[config.mk]
export PLATFORM = sky130hd
export DESIGN_NAME = fcd_unit
export DESIGN_NICKNAME = d
export VERILOG_FILES = /design/src/hw/fcd_unit.v
export VERILOG_INCLUDE_DIRS = /design/src /design/src/hw
export SDC_FILE = /design/constraint.sdc
export NUM_CORES = 2
export LEC_CHECK = 0
export BUFFER_PORTS_ARGS = -buffer_cell sky130_fd_sc_hd__buf_2
export CAP_MARGIN = 20
export CORE_MARGIN = 1
export CORE_UTILIZATION = 36
export DETAILED_ROUTE_END_ITERATION = 8
export PLACE_DENSITY = 0.49
export RECOVER_POWER = 50
export SETUP_SLACK_MARGIN = 0.1
export SLEW_MARGIN = 20
export SYNTH_ARGS = -nofsm -noshare
export SYNTH_HDL_FRONTEND = slang
export SYNTH_SLANG_ARGS = --single-unit
[constraint.sdc]
create_clock -name mclk -period 30.1 [get_ports mclk]
set_input_delay 1.505 -clock mclk [delete_from_list [all_inputs] [get_ports mclk]]
set_output_delay 1.505 -clock mclk [all_outputs]
set_load 0.05 [all_outputs]
[src/hw/fcd_defines.vh]
// Constants for the FPU convert and divide slice
`ifndef FCD_DEFINES_VH
`define FCD_DEFINES_VH
// Register byte offsets
`define FCD_A_CTRL 8'h00
`define FCD_A_STAT 8'h04
`define FCD_A_COMM 8'h08
`define FCD_A_ISSUE 8'h0C
`define FCD_A_PC 8'h10
`define FCD_A_FRBLK 2'b01
// Control register fields
`define FCD_B_PR 0
`define FCD_B_DN 1
`define FCD_F_RM 3:2
`define FCD_F_EN 8:4
`define FCD_CTRL_RST 9'h000
// Cause bit positions, enables share I..V
`define FCD_C_I 0
`define FCD_C_U 1
`define FCD_C_O 2
`define FCD_C_Z 3
`define FCD_C_V 4
`define FCD_C_E 5
// Status register fields
`define FCD_F_FLG 12:8
`define FCD_B_BSY 16
`define FCD_B_TRP 17
`define FCD_B_UND 18
// Opcode matching
`define FCD_OP_HI 4'hF
`define FCD_OP_DIV 4'h3
`define FCD_OP_CNVDS 8'hBD
`define FCD_OP_CNVSD 8'hAD
`define FCD_PC_STEP 32'h00000002
// Cycle counts per instruction
`define FCD_CYC_CNV 5'h01
`define FCD_CYC_DIVS 5'h0E
`define FCD_CYC_DIVD 5'h1E
// Single precision special words
`define FCD_S_PINF 32'h7F800000
`define FCD_S_NINF 32'hFF800000
`define FCD_S_QNAN 32'h7FBFFFFF
`define FCD_S_MIN 31'h00800000
`define FCD_S_INFM 31'h7F800000
`define FCD_S_QLIM 31'h7FC00000
// Double precision special fields
`define FCD_D_QNAN 64'h7FF7FFFFFFFFFFFF
`define FCD_D_EXPMX 11'h7FF
// Narrowing of the low word
`define FCD_LO_INX 32'h1FFFFFFF
`define FCD_LO_TRZ 32'hE0000000
`define FCD_LO_STK 32'h0FFFFFFF
`define FCD_LO_G 28
`define FCD_S_LSB 29
`define FCD_S_FRAC 51:29
`define FCD_S_ULP 54'h00000020000000
`define FCD_RM_RTZ 2'h1
// Exponent figures
`define FCD_D_OVT 11'h47E
`define FCD_D_UNT 11'h380
`define FCD_EXP_ADJ 13'sh0380
`define FCD_BIAS_S 13'sh007F
`define FCD_BIAS_D 13'sh03FF
`define FCD_EMAX_S 13'sh00FF
`define FCD_EMAX_D 13'sh07FF
`define FCD_DIV_UNT 13'sh0001
`endif

[src/hw/fcd_unit.v]
// FPU convert and divide slice with APB register access
`timescale 1ns/1ps
`include "fcd_defines.vh"
// Summary of operation
// - Double to single into comm register, one cycle
// - Mode zero: conversion opcodes are undefined
// - Inexact enable always traps; O/U on conditions
// - Trapped conversion leaves comm register unchanged
// - Fixed results for infinities, quiet NaN; denormal errors
// - Signalling NaN narrow: invalid, quiet result or trap
// - Discarded low 29 bits nonzero set inexact
// - Round-to-zero mode masks low word bits
// - Narrow trap conditions on exponent limits
// - Single to double into pair, one cycle
// - Widen: copy zero/inf, denormal errors, NaN handling
// - Single classify: zero, denormal, normal by magnitude
// - Single classify: infinity, quiet, signalling NaN
// - Denormal-as-zero bit turns denormals into zero
// - Single divide writes destination after 14 cycles
// - Double divide writes destination pair after 30 cycles
// - Divide: signalling invalid, else quiet NaN passes
// - Normal divisor: inf/zero dividend, denormal, normal
// - Trapped divide leaves destination unchanged
module fcd_unit (
  input wire mclk, // Core clock
  input wire rst, // Asynchronous reset, active high
  input wire psel, // APB select
  input wire penable, // APB access phase
  input wire pwrite, // APB direction, high for write
  input wire [7:0] paddr, // APB byte address
  input wire [31:0] pwdata, // APB write data
  output reg [31:0] prdata, // APB read data
  output reg pready, // APB transfer done
  output reg pslverr, // APB error on unmapped address
  output reg fpu_trap, // Exception trap pulse
  output reg undef_op, // Undefined operation pulse
  output reg instr_done // Instruction retired pulse
);

  ////////////////////////////////////////////////////////////////////
  // Local codes
  localparam [2:0] C_NORM = 3'h0; // Operand classes
  localparam [2:0] C_ZERO = 3'h1;
  localparam [2:0] C_DEN = 3'h2;
  localparam [2:0] C_INF = 3'h3;
  localparam [2:0] C_QNAN = 3'h4;
  localparam [2:0] C_SIGNALLING_NAN = 3'h5;
  localparam [1:0] D_NONE = 2'h0; // Destination kinds
  localparam [1:0] D_COMM = 2'h1;
  localparam [1:0] D_SGL = 2'h2;
  localparam [1:0] D_PAIR = 2'h3;
  localparam QT_S = 25; // Quotient top bit, single
  localparam QT_D = 57; // Quotient top bit, double

  ////////////////////////////////////////////////////////////////////
  // Functions
  // Single word class from magnitude
  function [2:0] cls_s;
    input [31:0] w;
    input dn;
    begin
      if (w[30:0] < `FCD_S_MIN)
        cls_s = (dn || w[30:0] == 31'h0) ? C_ZERO : C_DEN;
      else if (w[30:0] < `FCD_S_INFM)
        cls_s = C_NORM;
      else if (w[30:0] == `FCD_S_INFM)
        cls_s = C_INF;
      else if (w[30:0] < `FCD_S_QLIM)
        cls_s = C_QNAN;
      else
        cls_s = C_SIGNALLING_NAN;
    end
  endfunction

  // Double word class, same ordering of NaNs
  function [2:0] cls_d;
    input [63:0] w;
    input dn;
    begin
      if (w[62:52] == 11'h000)
        cls_d = (dn || w[51:0] == 52'h0) ? C_ZERO : C_DEN;
      else if (w[62:52] != `FCD_D_EXPMX)
        cls_d = C_NORM;
      else if (w[51:0] == 52'h0)
        cls_d = C_INF;
      else if (!w[51])
        cls_d = C_QNAN;
      else
        cls_d = C_SIGNALLING_NAN;
    end
  endfunction

  // Unpack to {exponent, mantissa with hidden one}
  function [65:0] unp;
    input [63:0] w;
    input dbl;
    begin
      if (dbl)
        unp = {2'h0, w[62:52], 1'b1, w[51:0]};
      else
        unp = {5'h00, w[62:55], 1'b1, w[54:32], 29'h0};
    end
  endfunction

  // One restoring divide step: {quotient bit, next remainder}
  function [54:0] dstep;
    input [53:0] r;
    input [52:0] d;
    reg [53:0] t;
    begin
      t = r - {1'b0, d};
      if (r >= {1'b0, d})
        dstep = {1'b1, t[52:0], 1'b0};
      else
        dstep = {1'b0, r[52:0], 1'b0};
    end
  endfunction

  // Round, range check and pack; returns {O, U, I, result}
  function [66:0] fin;
    input sg;
    input dbl;
    input signed [12:0] e;
    input [52:0] m;
    input g;
    input s;
    input [1:0] rm;
    reg [53:0] sm;
    reg signed [12:0] ef;
    reg up;
    begin
      up = (rm != `FCD_RM_RTZ) && g && (s || (dbl ? m[0] : m[`FCD_S_LSB]));
      sm = {1'b0, m} + (up ? (dbl ? 54'h1 : `FCD_S_ULP) : 54'h0);
      ef = sm[53] ? e + 13'sh0001 : e;
      if (sm[53])
        sm = sm >> 1;
      if (m == 53'h0)
        fin = {3'h0, sg, 63'h0}; // Signed zero, exact
      else if (ef >= (dbl ? `FCD_EMAX_D : `FCD_EMAX_S))
        fin = dbl ? {3'h5, sg, `FCD_D_EXPMX, 52'h0} : {3'h5, sg, `FCD_S_INFM, 32'h0};
      else if (ef <= 13'sh0000)
        fin = {3'h3, sg, 63'h0}; // Flushed, no denormal output
      else if (dbl)
        fin = {2'h0, g | s, sg, ef[10:0], sm[51:0]};
      else
        fin = {2'h0, g | s, sg, ef[7:0], sm[`FCD_S_FRAC], 32'h0};
    end
  endfunction

  ////////////////////////////////////////////////////////////////////
  // State
  reg [31:0] fr_r [0:15]; // Single registers, pairs are even/odd
  reg [8:0] ctrl_r; // Mode, denormal, rounding, trap enables
  reg [5:0] cause_r; // Exception cause field
  reg [4:0] flags_r; // Sticky exception flags
  reg [31:0] comm_r; // Communication register
  reg [31:0] pc_r; // Program counter
  reg [15:0] lop_r; // Last issued opcode
  reg und_r; // Last issue was undefined
  reg trp_r; // Last instruction trapped
  reg busy_r; // Instruction in flight
  reg [4:0] cnt_r; // Cycles left
  reg kdiv_r; // Normal divide running
  reg dbl_r; // Double precision in flight
  reg [1:0] dsel_r; // Destination kind
  reg [3:0] dst_r; // Destination index
  reg [63:0] res_r; // Pending result, single in upper word
  reg [5:0] pcs_r; // Pending cause
  reg os_r; // Overflow trap condition
  reg us_r; // Underflow trap condition
  reg sgn_r; // Quotient sign
  reg signed [12:0] ex_r; // Quotient exponent before normalising
  reg [53:0] rem_r; // Divide remainder
  reg [52:0] dvs_r; // Divisor mantissa
  reg [57:0] q_r; // Quotient bits
  integer i;

  wire pr = ctrl_r[`FCD_B_PR];
  wire dn = ctrl_r[`FCD_B_DN];
  wire [1:0] rm = ctrl_r[`FCD_F_RM];
  wire [4:0] en = ctrl_r[`FCD_F_EN];

  ////////////////////////////////////////////////////////////////////
  // APB decode
  wire acc = psel && penable;
  wire go_a = acc && !pready && !busy_r; // Stall while busy
  wire go_b = acc && pready; // Completing edge
  wire frh = (paddr[7:6] == `FCD_A_FRBLK);
  wire [3:0] fri = paddr[5:2];
  reg hit;
  reg [31:0] rdv;

  // Read mux and map check
  always @* begin
    hit = (paddr[1:0] == 2'h0);
    rdv = 32'h0;
    if (frh)
      rdv = fr_r[fri];
    else
      case (paddr)
        `FCD_A_CTRL: rdv = {23'h0, ctrl_r};
        `FCD_A_STAT: rdv = {13'h0, und_r, trp_r, busy_r, 3'h0, flags_r, 2'h0, cause_r};
        `FCD_A_COMM: rdv = comm_r;
        `FCD_A_ISSUE: rdv = {16'h0, lop_r};
        `FCD_A_PC: rdv = pc_r;
        default: hit = 1'b0; // Unmapped
      endcase
  end

  ////////////////////////////////////////////////////////////////////
  // Issue decode, taken from write data of the issue register
  wire [15:0] op = pwdata[15:0];
  wire [3:0] p1 = {op[11:9], 1'b0}; // First pair base
  wire [3:0] p2 = {op[7:5], 1'b0}; // Second pair base
  wire [3:0] p1o = {op[11:9], 1'b1};
  wire [3:0] p2o = {op[7:5], 1'b1};
  wire is_dv = (op[15:12] == `FCD_OP_HI) && (op[3:0] == `FCD_OP_DIV);
  wire is_ds = (op[15:12] == `FCD_OP_HI) && !op[8] && (op[7:0] == `FCD_OP_CNVDS);
  wire is_sd = (op[15:12] == `FCD_OP_HI) && !op[8] && (op[7:0] == `FCD_OP_CNVSD);
  reg [63:0] wa, wb, ws, qn, infx;
  reg [65:0] ua, ub;
  reg [2:0] ca, cb, cs, cf;
  reg signed [12:0] ea, eb, ed;
  reg [31:0] lom;
  reg [12:0] wx; // Widened exponent, rebiased to double
  reg [66:0] cv;
  reg sx;
  reg i_und, i_div, i_os, i_us;
  reg [1:0] i_dsel;
  reg [3:0] i_dst;
  reg [63:0] i_res;
  reg [5:0] i_cs;
  reg [4:0] i_cyc;

  // Classify and settle every non-iterative outcome at issue
  always @* begin
    wa = pr ? {fr_r[p1], fr_r[p1o]} : {fr_r[op[11:8]], 32'h0};
    wb = pr ? {fr_r[p2], fr_r[p2o]} : {fr_r[op[7:4]], 32'h0};
    ws = {fr_r[p1], fr_r[p1o]};
    ua = unp(wa, pr);
    ub = unp(wb, pr);
    ea = ua[65:53];
    eb = ub[65:53];
    ca = pr ? cls_d(wa, dn) : cls_s(wa[63:32], dn);
    cb = pr ? cls_d(wb, dn) : cls_s(wb[63:32], dn);
    cs = cls_d(ws, dn);
    cf = cls_s(comm_r, dn);
    sx = wa[63] ^ wb[63];
    qn = pr ? `FCD_D_QNAN : {`FCD_S_QNAN, 32'h0};
    infx = pr ? {sx, `FCD_D_EXPMX, 52'h0} : {sx, `FCD_S_INFM, 32'h0};
    ed = {2'h0, ws[62:52]};
    // Rebias in its own field so the carry cannot land in the fraction
    wx = {5'h00, comm_r[30:23]} + `FCD_EXP_ADJ;
    lom = (rm == `FCD_RM_RTZ) ? (ws[31:0] & `FCD_LO_TRZ) : ws[31:0];
    cv = fin(ws[63], 1'b0, ed - `FCD_EXP_ADJ,
      (cs == C_ZERO) ? 53'h0 : {1'b1, ws[51:32], lom},
      lom[`FCD_LO_G], (lom & `FCD_LO_STK) != 32'h0, rm);
    i_und = 1'b0;
    i_div = 1'b0;
    i_os = 1'b0;
    i_us = 1'b0;
    i_dsel = D_NONE;
    i_dst = pr ? p1 : op[11:8];
    i_res = 64'h0;
    i_cs = 6'h00;
    i_cyc = `FCD_CYC_CNV;
    if (is_ds && pr) begin
      i_dsel = D_COMM;
      case (cs)
        C_DEN: i_cs[`FCD_C_E] = 1'b1;
        C_INF: i_res = {ws[63] ? `FCD_S_NINF : `FCD_S_PINF, 32'h0};
        C_QNAN: i_res = {`FCD_S_QNAN, 32'h0};
        C_SIGNALLING_NAN: begin
          i_cs[`FCD_C_V] = 1'b1;
          i_res = {`FCD_S_QNAN, 32'h0};
        end
        default: begin
          i_res = cv[63:0];
          i_cs = {3'h0, cv[66:65], cv[64] | ((ws[31:0] & `FCD_LO_INX) != 32'h0)};
          i_os = (cs == C_NORM) && (ws[62:52] >= `FCD_D_OVT);
          i_us = (cs == C_NORM) && (ws[62:52] <= `FCD_D_UNT);
        end
      endcase
    end else if (is_sd && pr) begin
      i_dsel = D_PAIR;
      case (cf)
        C_ZERO: i_res = {comm_r[31], 63'h0};
        C_INF: i_res = {comm_r[31], `FCD_D_EXPMX, 52'h0};
        C_DEN: i_cs[`FCD_C_E] = 1'b1;
        C_QNAN: i_res = `FCD_D_QNAN;
        C_SIGNALLING_NAN: begin
          i_cs[`FCD_C_V] = 1'b1;
          i_res = `FCD_D_QNAN;
        end
        default: i_res = {comm_r[31], wx[10:0], comm_r[22:0], 29'h0};
      endcase
    end else if (is_dv && (!pr || (!op[8] && !op[4]))) begin
      i_dsel = pr ? D_PAIR : D_SGL;
      i_cyc = pr ? `FCD_CYC_DIVD : `FCD_CYC_DIVS;
      i_os = (ea - eb + (pr ? `FCD_BIAS_D : `FCD_BIAS_S)) >= (pr ? `FCD_EMAX_D : `FCD_EMAX_S);
      i_us = (ea - eb + (pr ? `FCD_BIAS_D : `FCD_BIAS_S)) <= `FCD_DIV_UNT;
      if (ca == C_SIGNALLING_NAN || cb == C_SIGNALLING_NAN) begin
        i_cs[`FCD_C_V] = 1'b1;
        i_res = qn;
      end else if (ca == C_QNAN || cb == C_QNAN)
        i_res = qn;
      else
        case (cb)
          C_NORM: begin
            if (ca == C_INF)
              i_res = infx;
            else if (ca == C_ZERO)
              i_res = {sx, 63'h0};
            else if (ca == C_DEN)
              i_cs[`FCD_C_E] = 1'b1;
            else
              i_div = 1'b1;
          end
          C_ZERO: begin
            if (ca == C_ZERO) begin
              i_cs[`FCD_C_V] = 1'b1;
              i_res = qn;
            end else begin
              i_cs[`FCD_C_Z] = (ca != C_INF); // Divide by zero
              i_res = infx;
            end
          end
          C_INF: begin
            if (ca == C_DEN)
              i_cs[`FCD_C_E] = 1'b1;
            else if (ca == C_INF) begin
              i_cs[`FCD_C_V] = 1'b1;
              i_res = qn;
            end else
              i_res = {sx, 63'h0};
          end
          default: i_cs[`FCD_C_E] = 1'b1; // Denormal divisor
        endcase
    end else
      i_und = 1'b1;
  end

  ////////////////////////////////////////////////////////////////////
  // Divide finish and trap decision
  reg top, g, s, trap;
  reg [52:0] dm;
  reg [66:0] fd;
  reg [5:0] fc;
  reg [63:0] fres;
  reg [54:0] st1, st2;

  // Normalise the quotient and pick the final cause
  always @* begin
    st1 = dstep(rem_r, dvs_r);
    st2 = dstep(st1[53:0], dvs_r);
    top = dbl_r ? q_r[QT_D] : q_r[QT_S];
    if (dbl_r) begin
      dm = top ? q_r[QT_D:QT_D-52] : q_r[QT_D-1:QT_D-53];
      g = top ? q_r[QT_D-53] : q_r[QT_D-54];
      s = (top ? |q_r[QT_D-54:0] : |q_r[QT_D-55:0]) | (rem_r != 54'h0);
    end else begin
      dm = top ? {q_r[QT_S:QT_S-23], 29'h0} : {q_r[QT_S-1:QT_S-24], 29'h0};
      g = top ? q_r[QT_S-24] : q_r[QT_S-25];
      s = (top & q_r[QT_S-25]) | (rem_r != 54'h0);
    end
    fd = fin(sgn_r, dbl_r, top ? ex_r : ex_r - 13'sh0001, dm, g, s, rm);
    fc = kdiv_r ? {3'h0, fd[66:64]} : pcs_r;
    fres = kdiv_r ? fd[63:0] : res_r;
    trap = en[`FCD_C_I] | fc[`FCD_C_E]
      | (fc[`FCD_C_V] & en[`FCD_C_V]) | (fc[`FCD_C_Z] & en[`FCD_C_Z])
      | (en[`FCD_C_O] & (fc[`FCD_C_O] | os_r))
      | (en[`FCD_C_U] & (fc[`FCD_C_U] | us_r));
  end

  ////////////////////////////////////////////////////////////////////
  // Registers, bus handshake and instruction sequencing
  always @(posedge mclk or posedge rst) begin
    if (rst) begin
      for (i = 0; i < 16; i = i + 1)
        fr_r[i] <= 32'h0;
      ctrl_r <= `FCD_CTRL_RST;
      cause_r <= 6'h00;
      flags_r <= 5'h00;
      comm_r <= 32'h0;
      pc_r <= 32'h0;
      lop_r <= 16'h0;
      und_r <= 1'b0;
      trp_r <= 1'b0;
      busy_r <= 1'b0;
      cnt_r <= 5'h00;
      kdiv_r <= 1'b0;
      dbl_r <= 1'b0;
      dsel_r <= D_NONE;
      dst_r <= 4'h0;
      res_r <= 64'h0;
      pcs_r <= 6'h00;
      os_r <= 1'b0;
      us_r <= 1'b0;
      sgn_r <= 1'b0;
      ex_r <= 13'sh0000;
      rem_r <= 54'h0;
      dvs_r <= 53'h0;
      q_r <= 58'h0;
      prdata <= 32'h0;
      pready <= 1'b0;
      pslverr <= 1'b0;
      fpu_trap <= 1'b0;
      undef_op <= 1'b0;
      instr_done <= 1'b0;
    end else begin
      fpu_trap <= 1'b0;
      undef_op <= 1'b0;
      instr_done <= 1'b0;
      // Answer one cycle into the access phase
      if (go_a) begin
        pready <= 1'b1;
        prdata <= (hit && !pwrite) ? rdv : 32'h0;
        pslverr <= !hit;
      end else if (go_b || !acc) begin
        pready <= 1'b0;
        pslverr <= 1'b0;
      end
      // Writes land on the completing edge
      if (go_b && pwrite && hit) begin
        if (frh)
          fr_r[fri] <= pwdata;
        else
          case (paddr)
            `FCD_A_CTRL: ctrl_r <= pwdata[8:0];
            `FCD_A_STAT: flags_r <= flags_r & ~pwdata[`FCD_F_FLG]; // Write one to clear
            `FCD_A_COMM: comm_r <= pwdata;
            `FCD_A_PC: pc_r <= pwdata;
            `FCD_A_ISSUE: begin
              lop_r <= op;
              und_r <= i_und;
              if (i_und)
                undef_op <= 1'b1;
              else begin
                pc_r <= pc_r + `FCD_PC_STEP;
                cause_r <= 6'h00;
                busy_r <= 1'b1;
                cnt_r <= i_cyc - 5'h01;
                kdiv_r <= i_div;
                dbl_r <= pr;
                dsel_r <= i_dsel;
                dst_r <= i_dst;
                res_r <= i_res;
                pcs_r <= i_cs;
                os_r <= i_os;
                us_r <= i_us;
                sgn_r <= sx;
                ex_r <= ea - eb + (pr ? `FCD_BIAS_D : `FCD_BIAS_S);
                rem_r <= {1'b0, ua[52:0]};
                dvs_r <= ub[52:0];
                q_r <= 58'h0;
              end
            end
            default: ;
          endcase
      end
      // Two quotient bits per cycle until the last cycle
      if (busy_r && cnt_r != 5'h00) begin
        cnt_r <= cnt_r - 5'h01;
        if (kdiv_r) begin
          q_r <= {q_r[55:0], st1[54], st2[54]};
          rem_r <= st2[53:0];
        end
      end
      // Retire: causes, flags, then write back unless trapped
      if (busy_r && cnt_r == 5'h00) begin
        busy_r <= 1'b0;
        kdiv_r <= 1'b0;
        instr_done <= 1'b1;
        cause_r <= fc;
        flags_r <= flags_r | fc[4:0]; // Set wins over a same-cycle clear
        trp_r <= trap;
        fpu_trap <= trap;
        if (!trap)
          case (dsel_r)
            D_COMM: comm_r <= fres[63:32];
            D_SGL: fr_r[dst_r] <= fres[63:32];
            D_PAIR: begin
              fr_r[dst_r] <= fres[63:32];
              fr_r[dst_r | 4'h1] <= fres[31:0];
            end
            default: ;
          endcase
      end
    end
  end

endmodule // fcd_unit

Word level (Yosys, flattened, before mapping). Cells that the tools add are included. W data, S select, Z words.

Register bits: 916. Input port bits: 45. Output and inout bits: 37. Word-level logic and storage cells: 486.

Add/subtract/negate cells: 14. $lt $le $gt $ge: 31. Eq/ne operators: 45. Muxes and demuxes: 233. Bitwise logic cells: 32. Reduce and logical (&&, ||, !) cells: 86.

Operators by type and width (count): $mux W512 (4); $bwmux W512 (3); $pmux W512 S2 (1); $mux W64 (15); $bmux W32 S4 (7); $mux W32 (27); $demux W32 S4 (3); $pmux W64 S3 (2); $mux W58 (6); $mux W54 (6); $mux W55 (5); $mux W67 (4); $pmux W64 S4 (1); $mux W53 (4); $lt A31 B31 Y1 const B (6); $pmux W32 S5 (1); $logic_not A52 Y1 (3); $mux W66 (2); $add A53 B30 Y54 (2); $ge A54 B53 Y1 (2); $logic_not A53 Y1 (2); $sub A53 B53 Y53 (2); $mux W52 (2); $eq A31 B31 Y1 const B (3); other kinds (74) (328).

Logic depth before layout (Yosys ltp).
Depth in word-level cells: 26. Mapped depth: 39.

Worst setup path before layout. OpenSTA, ideal clock, no wires.

Path kind: flip-flop to flip-flop. Start point: register dbl_r. End point: register fr_r[381] (netlist bit). Arrival: 8650 ps. Required time: 30017 ps. Setup slack: 21367 ps. Stages on the path, launching flop included: 39. Buffers on the path: 15. Period minus slack after synthesis: 8733 ps. Path through: dfrtp_1 buf_4 buf_2 buf_1 clkbuf_1 clkbuf_1 buf_1 buf_1 clkbuf_1 clkbuf_1 clkbuf_1 a211oi_1 a21oi_1 o211ai_1 nor2_1 ha_1 nand3b_1 nor4_4 [3 not listed] nor2_1 clkbuf_1 nand2_1 xnor2_1 ha_1 nand3_1 or4b_2 nor4_1 a31oi_1 o31ai_4 o31a_1 a21bo_1 buf_2 nand4_4 buf_6 nor3_4 buf_4 mux2i_1.

Longest elaborated chain between the ends: 19.

RTL lines: start, declared (line fcd_unit.v:164) `reg dbl_r;`; start signal, assigned (line fcd_unit.v:444) `dbl_r <= pr;`; $mux W1 (line fcd_unit.v:356) `top = dbl_r ? q_r[QT_D] : q_r[QT_S];`; $and A1 B1 Y1, or another cell as far along (line fcd_unit.v:364) `s = (top & q_r[QT_S-25]) | (rem_r != 54'h0);`; $or A1 B1 Y1, or another cell as far along (line fcd_unit.v:364); $mux W1 (on tied branches) (line fcd_unit.v:357, fcd_unit.v:132); $logic_or A1 B1 Y1 (line fcd_unit.v:132) `` up = (rm != `FCD_RM_RTZ) && g && (s || (dbl ? m[0] : m[`FCD_S_LSB])); ``; $logic_and A1 B1 Y1 (line fcd_unit.v:132); $mux W30 (line fcd_unit.v:133) `` sm = {1'b0, m} + (up ? (dbl ? 54'h1 : `FCD_S_ULP) : 54'h0); ``; $add A53 B30 Y54 (line fcd_unit.v:133); [3 not listed]; $mux W67 (on tied branches) (line fcd_unit.v:139, fcd_unit.v:137); $mux W67 * (line fcd_unit.v:137) `if (m == 53'h0)`; $mux W64, or another cell as far along (line fcd_unit.v:368) `fres = kdiv_r ? fd[63:0] : res_r;`; $bwmux W512, or another cell as far along (line fcd_unit.v:481, fcd_unit.v:483); $bwmux W512, or another cell as far along (line fcd_unit.v:484) `fr_r[dst_r | 4'h1] <= fres[31:0];`; $pmux W512 S2 or $or A1 B1 Y1 (tied branches) (line fcd_unit.v:479, fcd_unit.v:369); $mux W512 * (line fcd_unit.v:478) `if (!trap)`; $mux W512 * (line fcd_unit.v:470) `if (busy_r && cnt_r == 5'h00) begin`; end signal, assigned by index (line fcd_unit.v:481) `D_SGL: fr_r[dst_r] <= fres[63:32];`; end signal, assigned by index (line fcd_unit.v:483) `fr_r[dst_r] <= fres[63:32];`; end signal, assigned by index (line fcd_unit.v:484); end, declared (line fcd_unit.v:152) `reg [31:0] fr_r [0:15];`.

Every way passes the cells marked *; elsewhere a longest branch is shown, timed or not. A chain may end at the register's enable or synchronous reset.

==> metrics.csv <==
metric;value;unit
clock_skew;0.08799;ns
cts_buffer_depth;3;
fmax;58.73;MHz
num_vias;82170;
firstDrtPassIters;7;
required;29.89;ns
dp.cells;11360;
rsz0062_at_grt;no;
die_height;473.9;um
endpoint;dbl_r;
cts_setup_buffers;0;
reg2reg_to;fr_r[307];
synth.top_cells.by_area;dfrtp_1 28%, mux4_2 13%, mux2i_1 12%, nand2_1 5.3%, a21oi_1 4.6%;
finalNonFillerCells;11620;
grt_max_degree;152;
via_per_inst;7.070;
fin_nets;8730;
dieArea;0.2246;sq mm
ys_warn_count;0;
syn_to_final_growth;9.650;%
path_clk_slew;0.07;ns
wl_per_cell;40.47;um
synthFlopType;dfrtp_1;
rrSetupSlack;19.07;ns
core_area;0.2206;sq mm
maxCapViolCount;15;
cp-start-kind;primary input;
synth_seq_cells;888;
critPathMaxFanout;137;
critical_path_class;primary input to asynchronous set/reset pin;
cts_tree;done;
numCtsBuffers;117;
tightest_slew;9.034;ns
syn_avg_cell_area;9.052;sq um
postPlaceCellArea;0.08363;sq mm
post_route_cells_drive_above_1_share;16.17;%
hpwl;330400;um
violations;max-capacitance violations, max-slew violations;
grt_pass1_wl;645900;um
drt_iter0_drc;12790;
worstPathArrival;16.82;ns
synth_nets;9063;
vdd_drop_max;0.04978;mV
slowest_stage;clkbuf_1;
r2r_start;rem_r[53];
ys_types;114;
ant_nets;0;
relSlewSlack;-502.2;%
drc;0;
setup_tns;0;ns
whs;0.4751;ns
power_density;34.52;mW/mm^2
layout_common_cells;1107 x nand2_1, 955 x mux2i_1, 884 x dfrtp_1;
totalWireLength;470300;um
rows;172;
die_width;473.9;um
synth_top_area_share;27.72;%
portBuffers;81;
clk_latency;0.86;ns
antenna_found_initial;57;
grt-ovfl-total;0;
cts.sinks;888;
leakagePower;37.09;nW
grt_pass1_vias;76760;
final_area;0.08790;sq mm
cts-root-buf;clkbuf_16;
path_common_cell;clkbuf_1;
syn_area;0.08016;sq mm
cts_hold_buf;0;
layout_commonest_cell;nand2_1;
synth-async-reset-ratio;100.0;%
cpPeakStageDelay;6.47;ns
cts_resized;0;
period_share;56.57;%
setup.worst_path.start;rst;
path_cells;buf_2 -> clkinvlp_2 -> clkbuf_1 -> clkbuf_1 -> clkbuf_1;
ys_seq_area_share;27.72;%
drv_slew;826;
initial_core_util;36.34;%
synth_edf_count;0;
reg2regPathDepth;28;
hold_viol_final;0;
status;complete, but fails checks;
gp_congestion;1.042;
finalCriticalPeriod;17.03;ns
htreeDepth;3;
hp-class;flop to flop;
setup_viol;0;
io_pins;82;
synth_largest_area_cell;dfrtp_1;
cp-end-kind;asynchronous set/reset pin;
grtUsageTotal;41.01;%
synthCells;8856;
critical path, delay by kind of cell:
family                 cells  cell delay [ns]
buffers and inverters      5            14.91
metrics by stage:
step                      util [%]  power [W]  setup WS (ns)
after CTS                    39.80   0.003023          19.39
after global routing         39.81   0.003078          10.62
after floorplan                  -   0.001369          3.635
final                        39.85   0.003035          13.07
after detailed placement     37.91   0.001482          19.46
after global placement       37.90   0.001481          19.50
metal layers:
metal,part of all wire [%],track usage [%],vias up,routed length (um)
met1,37,50.37,41490,172800
met2,41,58.09,6154,193000
met3,13,14.57,1588,60800
li1,-,-,32880,-
met5,0.090,0.2596,-,423
met4,9.2,31.99,55,43280
where the power goes:
| group | internal, W | switching [W] |
|---|---|---|
| Sequential | 0.00120 | 0.00000246 |
| Clock | 0.000890 | 0.000668 |
| Combinational | 0.0000736 | 0.000205 |
final cells by class:
cell class / count / area (sq um)
diodes: 42 / 105.1
clock buffers: 162 / 3337
clock inverters: 56 / 813.3
fillers: 21920 / 132700
inverters: 143 / 541.8
multi-input cells: 6992 / 54520
flip-flops and latches: 888 / 22230
well taps: 2958 / 3701
repair buffers: 381 / 2646
flip-flops by register name, summed over array words and instances (netlist names), 2 cells and up:
register  cells
res_r        36
lop_r        16
q_r          58
rem_r        54
ex_r         13
dstep.d      53
dst_r         4
prdata       32
cls_s.w      32
pcs_r         6
dsel_r        2
flags_r       5
ctrl_r        9
cause_r       6
pc_r         32
fr_r        512
cnt_r         5
cells in the mapped netlist, drive strengths merged (62+ instances only):
cell type and count:
a211oi 125, a22oi 215, xnor2 142, nor2 495, a31oi 64, mux4 476, mux2 174, nand3 203
inv 140, o21ai 482, clkbuf 564, a21o 83, mux2i 972, a21oi 745, dfrtp 888, buf 269
nor3 159, nand4 77, ha 157, nor4 107, nand2 1130, o211ai 127, o22ai 153, o31ai 62
logic make-up (layout without fill, tap and decap cells):
family	count (synthesis)	after routing	share of synthesized area, %
and+or+nand+nor	2567	2567	14.84
AOI/OAI and AO/OA	2439	2439	19.59
muxes	1622	1622	27.97
buffers and inverters	976	742	5.091
DFF	888	888	27.72
xor gates and xnor gates	202	202	2.207
adders and majority gates	162	162	2.575
other	0	42	0
how the worst min path moves through the flow:
stage                   to         from  cells after the start  slack (ns)
5_1_grt        dstep.d[10]  dstep.d[10]                      2        0.49
3_5_place_dp     prdata[0]    prdata[0]                      1        0.46
2_1_floorplan  dstep.d[52]  dstep.d[52]                      2        0.43
6_report       dstep.d[10]  dstep.d[10]                      2        0.48
3_3_place_gp     prdata[2]    prdata[2]                      1        0.46
4_1_cts          prdata[0]    prdata[0]                      1        0.48
(Power assumes the default switching activity.)
